## src/frbb_pkg.sv

```systemverilog
package frbb_pkg;
  // register offsets on the internal register port
  localparam logic [7:0] TRIG_0_7_OFS = 8'h94;
  localparam logic [7:0] TRIG_8_15_OFS = 8'h95;
  localparam logic [7:0] TRIG_16_23_OFS = 8'h96;
  localparam logic [7:0] TRIG_24_31_OFS = 8'h97;
  localparam logic [7:0] TRIG_32_39_OFS = 8'h98;
  localparam logic [7:0] TRIG_40_47_OFS = 8'h99;
  localparam logic [7:0] TRIG_48_55_OFS = 8'h9A;
  localparam logic [7:0] TRIG_56_63_OFS = 8'h9B;
  localparam logic [7:0] CONTROL_OFS = 8'h9C;
  localparam logic [7:0] SEARCH_OFS = 8'hD9;
  localparam int HALT_BIT = 0;
  localparam int SEARCH_BIT = 0;
  localparam logic [7:0] TRIG_RESET = 8'h00;
  localparam logic [15:0] RECORD_BASE = 16'hF980;
  localparam int NUM_STATES = 64;
  localparam int NUM_TRIG_REGS = 8;

  // register port request from the serial bus front end
  typedef struct packed {
    logic wr;
    logic rd;
    logic [7:0] addr;
    logic [7:0] wdata;
  } frbb_reg_req_t;

  // nonvolatile memory port, one byte per access
  typedef struct packed {
    logic req;
    logic we;
    logic [15:0] addr;
    logic [7:0] wdata;
  } frbb_nvm_req_t;

  typedef enum logic [2:0] {
    ST_SCAN_RD,
    ST_SCAN_WAIT,
    ST_IDLE,
    ST_REC_WR,
    ST_REC_WAIT
  } frbb_state_t;
endpackage

```

## src/frbb_recorder.sv

```systemverilog
`timescale 1ns/1ps
// How it works
// entering a state whose trigger bit is set writes one record.
// registers 0x98..0x9B hold triggers for states 32..63, bit b is 32+8i+b.
// software keeps the state 63 trigger bit at zero.
// recorder is enabled when any trigger bit is one.
// enabled and not halted blocks software memory access.
// writing 1 to control bit 0 halts recorder and restores memory access.
// halt writes during a record write are dropped; software reads back.
// writing 1 to search bit 0 rescans from 0xF980 for the first unused slot; the code takes it only when idle and ignores it while busy.
// software issues a search after erasing the record area.
// bits 7..1 of control and search are not stored and read zero.
// after reset the slot scan runs by itself.
// registers 0x94..0x97 hold triggers 0..31, loaded at init, writable.
// software keeps triggers for states 0 and 1 at zero.
// record write is one busy run; slot advances after completion.
module frbb_recorder #(
  parameter int SLOTS = 16,
  parameter int REC_BYTES = 8,
  parameter logic [7:0] ERASED = 8'hFF
) (
  input wire logic mclk_i,
  input wire logic rst_b_i,
  input wire frbb_pkg::frbb_reg_req_t reg_req_i,
  output logic [7:0] reg_rdata_o,
  input wire logic cfg_load_i,
  input wire logic [31:0] cfg_trig_i,
  input wire logic [5:0] power_step_state_i,
  input wire logic [7:0] nvm_rdata_i,
  input wire logic nvm_ack_i,
  output frbb_pkg::frbb_nvm_req_t nvm_req_o,
  output logic nvm_sw_block_o,
  output logic busy_o
);
  localparam int PW = $clog2(SLOTS + 1);
  localparam int BW = $clog2(REC_BYTES);

  ////////////////////////////////////////////////////////////////////////
  logic [frbb_pkg::NUM_STATES-1:0] trig_reg, trig_next;
  logic halt_reg, halt_next;
  logic [7:0] rdata_reg, rdata_next;
  frbb_pkg::frbb_state_t st_reg, st_next;
  logic [PW-1:0] slot_reg, slot_next;
  logic [BW-1:0] byte_reg, byte_next;
  logic [5:0] prev_reg, prev_next;
  logic [5:0] cap_reg, cap_next;
  logic pend_reg, pend_next;
  frbb_pkg::frbb_nvm_req_t nvm_reg, nvm_next;
  logic block_reg, block_next;
  logic busy_reg, busy_next;
  logic enabled;
  logic hit;
  logic [2:0] widx;
  logic wtrig;

  assign enabled = |trig_reg;
  // only the entry edge counts, so dwelling in a state records once
  assign hit = power_step_state_i != prev_reg &&
    trig_reg[power_step_state_i] && enabled && !halt_reg;
  assign widx = 3'(reg_req_i.addr - frbb_pkg::TRIG_0_7_OFS);
  assign wtrig = reg_req_i.addr >= frbb_pkg::TRIG_0_7_OFS &&
    reg_req_i.addr <= frbb_pkg::TRIG_56_63_OFS;

  function automatic logic [15:0] slot_addr(input logic [PW-1:0] s,
                                            input logic [BW-1:0] b);
    slot_addr = 16'(frbb_pkg::RECORD_BASE + s * REC_BYTES + b);
  endfunction

  ////////////////////////////////////////////////////////////////////////
  always_comb begin
    trig_next = trig_reg;
    halt_next = halt_reg;
    rdata_next = rdata_reg;
    if (cfg_load_i) begin
      trig_next[31:0] = cfg_trig_i;
    end
    if (reg_req_i.wr && wtrig) begin
      trig_next[widx*8 +: 8] = reg_req_i.wdata;
    end
    // a halt request is dropped while a record is in flight
    if (reg_req_i.wr && reg_req_i.addr == frbb_pkg::CONTROL_OFS &&
        st_reg != frbb_pkg::ST_REC_WR && st_reg != frbb_pkg::ST_REC_WAIT) begin
      halt_next = reg_req_i.wdata[frbb_pkg::HALT_BIT];
    end
    if (reg_req_i.rd) begin
      if (wtrig) begin
        rdata_next = trig_reg[widx*8 +: 8];
      end else if (reg_req_i.addr == frbb_pkg::CONTROL_OFS) begin
        rdata_next = {7'h00, halt_reg};
      end else if (reg_req_i.addr == frbb_pkg::SEARCH_OFS) begin
        rdata_next = 8'h00;
      end else begin
        rdata_next = 8'h00;
      end
    end
  end

  always_ff @(posedge mclk_i or negedge rst_b_i) begin
    if (!rst_b_i) begin
      trig_reg <= '0;
      halt_reg <= 1'b0;
      rdata_reg <= 8'h00;
    end else begin
      trig_reg <= trig_next;
      halt_reg <= halt_next;
      rdata_reg <= rdata_next;
    end
  end

  ////////////////////////////////////////////////////////////////////////
  always_comb begin
    st_next = st_reg;
    slot_next = slot_reg;
    byte_next = byte_reg;
    cap_next = cap_reg;
    nvm_next = nvm_reg;
    prev_next = power_step_state_i;
    pend_next = pend_reg;
    // state entry seen while scanning or writing is kept for later
    // limitation: only one entry is queued, a later one overwrites it
    if (hit) begin
      pend_next = 1'b1;
      cap_next = power_step_state_i;
    end
    block_next = enabled && !halt_reg;
    case (st_reg)
      frbb_pkg::ST_SCAN_RD: begin
        if (slot_reg == PW'(SLOTS)) begin
          st_next = frbb_pkg::ST_IDLE; // area full: no more records
        end else begin
          nvm_next = '{req: 1'b1, we: 1'b0, addr: slot_addr(slot_reg, '0),
                       wdata: 8'h00};
          st_next = frbb_pkg::ST_SCAN_WAIT;
        end
      end
      frbb_pkg::ST_SCAN_WAIT: begin
        if (nvm_ack_i) begin
          nvm_next.req = 1'b0;
          if (nvm_rdata_i == ERASED) begin
            st_next = frbb_pkg::ST_IDLE;
          end else begin
            slot_next = slot_reg + PW'(1);
            st_next = frbb_pkg::ST_SCAN_RD;
          end
        end
      end
      frbb_pkg::ST_IDLE: begin
        // search is taken only when idle, so a scan never cuts a record
        if (reg_req_i.wr && reg_req_i.addr == frbb_pkg::SEARCH_OFS &&
            reg_req_i.wdata[frbb_pkg::SEARCH_BIT]) begin
          slot_next = '0;
          st_next = frbb_pkg::ST_SCAN_RD;
        end else if (pend_reg && slot_reg != PW'(SLOTS)) begin
          // an entry arriving in this very cycle must not be lost
          pend_next = hit;
          byte_next = '0;
          st_next = frbb_pkg::ST_REC_WR;
        end
      end
      frbb_pkg::ST_REC_WR: begin
        // byte 0 holds the state, the rest its record index
        nvm_next = '{req: 1'b1, we: 1'b1, addr: slot_addr(slot_reg, byte_reg),
                     wdata: (byte_reg == '0) ? {2'b00, cap_reg} :
                       8'(slot_reg)};
        st_next = frbb_pkg::ST_REC_WAIT;
      end
      frbb_pkg::ST_REC_WAIT: begin
        if (nvm_ack_i) begin
          nvm_next.req = 1'b0;
          if (byte_reg == BW'(REC_BYTES - 1)) begin
            slot_next = slot_reg + PW'(1);
            st_next = frbb_pkg::ST_IDLE;
          end else begin
            byte_next = byte_reg + BW'(1);
            st_next = frbb_pkg::ST_REC_WR;
          end
        end
      end
      default: st_next = frbb_pkg::ST_IDLE;
    endcase
    // busy follows the next state so the output stays a plain flip-flop
    busy_next = st_next != frbb_pkg::ST_IDLE;
  end

  always_ff @(posedge mclk_i or negedge rst_b_i) begin
    if (!rst_b_i) begin
      st_reg <= frbb_pkg::ST_SCAN_RD;
      slot_reg <= '0;
      byte_reg <= '0;
      prev_reg <= 6'h00;
      cap_reg <= 6'h00;
      pend_reg <= 1'b0;
      nvm_reg <= '0;
      block_reg <= 1'b0;
      // the power-up scan starts at once, so busy leaves reset high
      busy_reg <= 1'b1;
    end else begin
      st_reg <= st_next;
      slot_reg <= slot_next;
      byte_reg <= byte_next;
      prev_reg <= prev_next;
      cap_reg <= cap_next;
      pend_reg <= pend_next;
      nvm_reg <= nvm_next;
      block_reg <= block_next;
      busy_reg <= busy_next;
    end
  end

  assign reg_rdata_o = rdata_reg;
  assign nvm_req_o = nvm_reg;
  assign nvm_sw_block_o = block_reg;
  assign busy_o = busy_reg;
endmodule

```

## config.mk

```make
export PLATFORM = sky130hd
export DESIGN_NAME = frbb_recorder
export DESIGN_NICKNAME = d
export VERILOG_FILES = /design/src/frbb_pkg.sv /design/src/frbb_recorder.sv
export SDC_FILE = /design/constraint.sdc
export NUM_CORES = 1
export LEC_CHECK = 0
export ABC_AREA = 1
export BUFFER_PORTS_ARGS = -buffer_cell sky130_fd_sc_hd__buf_2
export CORE_UTILIZATION = 60
export CTS_CLUSTER_DIAMETER = 50
export DETAILED_ROUTE_END_ITERATION = 16
export PLACE_DENSITY = 0.94
export RECOVER_POWER = 50
export SYNTH_ARGS = -nofsm -noshare
export SYNTH_HDL_FRONTEND = slang
export SYNTH_SLANG_ARGS = --single-unit
```

## constraint.sdc

```tcl
create_clock -name mclk_i -period 4.7 [get_ports mclk_i]
set_input_delay 0.94 -clock mclk_i [delete_from_list [all_inputs] [get_ports mclk_i]]
set_output_delay 0.94 -clock mclk_i [all_outputs]
set_load 0.01 [all_outputs]
```

Word-level counts from Yosys, hierarchy flattened:

Cells that the tools add are included.

* input port bits: 68
* register bits: 125
* word-level logic and storage cells: 112
* output and inout bits: 36

* equality and inequality tests: 24
* add/subtract/negate cells: 6
* shift operators: 3
* mux-type cells: 35
* reduce and logical (&&, ||, !) cells: 25
* order comparisons: 3

Operator list (count)
* bitwise mux 64 bit: 1
* two-way mux 32 bit: 2
* OR reduction 64 bit: 1
* variable shift 8 x 34 -> 64 bit (first input constant): 1
* variable part select 64 x 7 -> 8 bit: 1
* variable part select 8 x 34 -> 64 bit: 1
* one-hot mux 25 bit (2 select lines): 1
* negation 6 -> 34 bit: 1
* two-way mux 26 bit: 1
* two-way mux 5 bit: 5
* == test 8 bit (second input constant): 3
* two-way mux 3 bit: 8
* inequality test 2 bit (second input constant): 9
* adder 16 x 3 -> 16 bit: 1
* adder 16 x 8 -> 16 bit (first input constant): 1
* one-hot mux 3 bit (5 select lines): 1
* one-hot mux 5 bit (3 select lines): 1
* logical AND 1 bit: 12
* greater-or-equal comparator 8 bit (second input constant): 1
* <= comparator 8 bit (second input constant): 1
* two-way mux 1 bit: 8
* two-way mux 8 bit: 1
* < comparator 6 x 7 -> 1 bit (second input constant): 1
* binary-select mux 1 bit (select 6 bit): 1
* other kinds (25): 32

Logic depth before layout (Yosys ltp):

* word-level depth: 9
* gate-level depth with buffers: 14
* gate-level depth less buffers: 12

Worst setup path before layout:

OpenSTA, ideal clock, no wires.

* path type: in2reg
* start: input reg_req_i[8] (netlist name)
* end: register trig_reg[7] (netlist name)
* slack: 1.737 ns
* setup time: 0.134 ns
* stages on the path: 11
* arrival time: 2.829 ns
* required time: 4.566 ns
* buffers on the path: 4
* cell sequence: buf_2 -> inv_2 -> clkbuf_1 -> ha_1 -> ha_1 -> clkbuf_1 -> nor3b_1 -> nand3_4 -> buf_6 -> o211ai_2 -> o31ai_2

* word-level cells in the longest chain between the ends: 5
* elaborated cells on any way between the ends: 10
* classes of those cells: add/sub (2); order compare (2); shift (2); mux (2); reduce/logical (2)

Ends and longest elaborated chain
* start: declaration: line frbb_recorder.sv:24 `input wire frbb_pkg::frbb_reg_req_t reg_req_i,`
* subtractor 3 bit: line frbb_recorder.sv:60 `assign widx = 3'(reg_req_i.addr - frbb_pkg::TRIG_0_7_OFS);`
* negation 6 -> 34 bit: line frbb_recorder.sv:78 `trig_next[widx*8 +: 8] = reg_req_i.wdata;`
* variable part select 8 x 34 -> 64 bit or variable shift 8 x 34 -> 64 bit (tied branches): line frbb_recorder.sv:78
* bitwise mux 64 bit: line frbb_recorder.sv:78
* two-way mux 32 bit *: line frbb_recorder.sv:77 `if (reg_req_i.wr && wtrig) begin`
* net trig_next (one bit): line frbb_recorder.sv:39 `logic [frbb_pkg::NUM_STATES-1:0] trig_reg, trig_next;`
* end signal: assignment: line frbb_recorder.sv:104 `trig_reg <= trig_next;`
* end: declaration: line frbb_recorder.sv:39

Mark *: on every way through the listed nets, which the timed path passes. The rest lies on a longest branch.
A chain may end at the register's enable or synchronous reset.

Final worst setup path:

* start: input reg_req_i[8] (netlist name)
* end: register trig_reg[48] (netlist name)

* word-level cells in the longest chain between the ends: 4
* elaborated cells on any way between the ends: 9
* classes of those cells: add/sub (2); order compare (2); shift (2); mux (1); reduce/logical (2)

Ends and longest elaborated chain (line)
* subtractor 3 bit: frbb_recorder.sv:60
* negation 6 -> 34 bit: frbb_recorder.sv:78
* variable part select 8 x 34 -> 64 bit or variable shift 8 x 34 -> 64 bit (tied branches): frbb_recorder.sv:78
* bitwise mux 64 bit: frbb_recorder.sv:78

Several ways; a longest one is shown, not always the timed one.

==> summary.txt <==
Outcome
  • Status: finished with violations
  • Failing checks: capacitance limit, slew limit

Floorplan
  • Die footprint: 12200 sq um
  • Die W: 110 um
  • Initial core utilization: 61.6%
  • Site Rows: 39
  • Ports: 104
  • Die height: 110 um
  • Total core area: 11400 sq um

Min path
  • Hold Crit Class: flip-flop to flip-flop
  • Min-delay src: nvm_req_o[24]
  • End of the worst hold path: nvm_req_o[24]
  • Min-Delay Path Depth: 2

Logic synthesis
  • Main combinational cell family by area after synthesis: simple AND/OR/NAND/NOR gates
  • Synth Area in Adders: 1.78%
  • Synth Cell Area: 7030 sq um
  • Synth Instances: 917
  • Syn_area_per_cell: 7.67 sq um
  • Synth top area cells: dfrtp_1 41%, nand2_1 12%, nand3_1 6.2%
  • Synth Register Bits: 117
  • Post-synth top area cell: dfrtp_1
  • Post-synth EDFFs: 0
  • Synth cell types: 52
  • Yosys top cell area share: 41.3%
  • Post-Synth Simple-Gate Area: 28.7%
  • Top FF cell, synth: dfrtp_1
  • Synth Warn #: 0
  • Mux cell area share after synthesis: 0.285%
  • Ys async rst share: 100%
  • Synth Area in Compound Gates: 17.2%
  • Post-synthesis sequential area ratio: 41.7%
  • Synth Area in XOR/XNOR: 0.872%

STA
  • Max-slew headroom: -13.6%
  • Fin. max-slew vios: 34
  • Final setup violation count: 0
  • Final hold vios: 0
  • Final worst slack: 1370 ps
  • RSZ-0062 raised after global routing: no
  • Setup TNS: 0 ps
  • Top achievable clock speed: 300 MHz
  • Clk_skew: 9.43 ps
  • Slew @ Worst Pin: 1700 ps
  • Fin crit share: 70.8%
  • Fin crit period: 3330 ps
  • Final Hold Slack: 473 ps

Routing
  • DRT iter0 DRCs: 789
  • WL per Instance: 19.6 um
  • # DRC: 0
  • Detail Route Antenna Nets: 0
  • Via density: 6.17
  • Via count: 7052
  • WL final: 22400 um
  • 1st-pass router iterations: 6

Clocking
  • Hold buffers post-CTS: 0
  • H-Tree Depth: 4
  • Clock Latency Late Sink: 430 ps
  • CTS max path bufs: 2
  • TritonCTS buffer count: 17
  • Setup bufs post-CTS: 0
  • Clk root buf: clkbuf_16
  • Post-CTS sizing: 0
  • CTS clk-pin slew, worst paths: 60 ps
  • Clock sink total: 117
  • TritonCTS clock tree: done

Critical path
  • CP bufs+invs: 4
  • CP Data Required Time: 5040 ps
  • Slowest-stage cell, CP: nor2_1
  • Worst-path cell chain: buf_2, inv_2, buf_4, ha_1, clkinv_1, nor2_1, nand2_1, o21ai_2
  • CP top delay family: buffers and inverters
  • Critical path type: primary input to flip-flop
  • Reg2Reg Depth: 9
  • RR Startpoint: slot_reg[0]
  • Element type at the critical path start: primary input
  • Critical Path End Type: flip-flop
  • Maximum fanout along the worst path: 45
  • CP max stage delay: 600 ps
  • Slack of the worst reg-to-reg path: 2680 ps
  • Critical path arrival: 3670 ps
  • FF-to-FF End: nvm_req_o[22]

Global routing
  • GRT Overall Usage: 39.0%
  • Total gr overflow: 0
  • Initial antenna violation count: 0
  • Largest net degree at the start of global routing: 60
  • First-pass GRT wire length: 34100 um
  • Number of global-route vias before repair: 6481

Final layout
  • # diodes: 0
  • Area grow syn2layout: 14.2%
  • Layout fillers: 937
  • Max reg flops: 64
  • Share of layout cells above drive strength 1: 18.3%
  • # nets final: 1066
  • Final Non-Filler Cells: 1143
  • Final Cell Area: 8030 sq um
  • Final design utilization: 70.3%

Power and ir drop
  • Power Total: 3.44 mW
  • Max IR drop VDD: 0.000490 V
  • Power per cell area: 429 nW/um^2
  • P_leak: 3.82 nW

Run
  • Max Cap Viol: 1

Place
  • I/O Buffers: 100
  • Global placement routability congestion: 1.03
  • Dpl cell area: 7440 sq um
  • Placed insts: 1112
  • DP Wirelength: 15800 um
  • Place WS: 1070 ps
-- layout make-up --
cell class                 count  area, sq um  share of cell area (%)
multi-input combinational    657         3450                    43.0
sequential                   117         2930                    36.5
timing repair buffer         104          509                    6.34
clock buffer                  18          439                    5.47
inverter                      91          345                    4.30
clock inverter                13          180                    2.24
tap                          143          179                    2.23
-- layout by cell type, fill, tap and decap left out, drive strengths merged, types with 2 or more instances in the layout --
| cell type | netlist | layout |
|---|---|---|
| nor4 | 3 | 3 |
| mux2i | 2 | 2 |
| clkbuf | 20 | 33 |
| bufinv | 0 | 4 |
| nand2 | 224 | 224 |
| nor2 | 80 | 80 |
| o221ai | 5 | 5 |
| o21ai | 128 | 128 |
| nor3 | 7 | 7 |
| nor3b | 2 | 2 |
| buf | 34 | 89 |
| o211ai | 32 | 32 |
| a21oi | 22 | 22 |
| or2 | 5 | 5 |
| dfrtp | 116 | 116 |
| inv | 88 | 90 |
| clkinv | 3 | 7 |
| o22ai | 3 | 3 |
| xnor2 | 2 | 2 |
| nand4 | 22 | 22 |
| clkinvlp | 0 | 3 |
| ha | 10 | 10 |
| nand3 | 93 | 93 |
| xor2 | 5 | 5 |
| conb | 1 | 3 |
| a211oi | 2 | 2 |
-- layer usage --
layer  wire length [um]  vias to the layer above  global-route usage (%)
met5                  0                        -                       0
met4               1500                        0                    24.2
met3               2550                      109                    10.3
met2               9940                      488                    60.2
met1               8400                     3255                    48.6
li1                   -                     3200                       -
-- cells in the mapped netlist, drive strengths merged (5+ instances only) --
library cell	count
o21ai	128
nor2	80
dfrtp	116
or2	5
a21oi	22
xor2	5
buf	34
ha	10
inv	88
clkbuf	20
o211ai	32
nand3	93
o221ai	5
nor3	7
nand4	22
nand2	224
-- worst reg2reg max path, stage by stage, from the launching register on --
cell and delay (ps):
dfrtp_1 420, inv_1 120, ha_1 150, nand2_1 50, nor3_1 300, nor2_1 150
nor2_1 140, buf_4 250, inv_1 120, or2_1 220
-- power breakdown --
part | internal, mW | switching [mW] | leakage, nW
clock | 0.896 | 0.487 | 0.298
combinational | 0.260 | 0.541 | 2.05
sequential | 1.15 | 0.115 | 1.48
total | 2.30 | 1.14 | 3.82
-- cell families after synthesis --
kind of cell	count (synthesis)
AOI/OAI and AO/OA	197
xor gates and xnor gates	7
adders and majority gates	10
buffers and inverters	145
DFF	117
muxes	2
other	1
and+or+nand+nor	438
-- worst max-delay path by stage --
stage                       from      endpoint  slack, ps  cells past startpoint
finish              reg_req_i[8]  trig_reg[48]       1370                      8
global route        reg_req_i[8]  trig_reg[21]       1180                      8
CTS                 reg_req_i[8]  trig_reg[48]       1510                      8
detailed placement  reg_req_i[8]  trig_reg[48]       1070                      8
global placement    reg_req_i[8]  trig_reg[16]       1160                      8
floorplan           reg_req_i[8]   trig_reg[7]       1740                     11
Note: power is estimated with default switching activity, not from simulation.
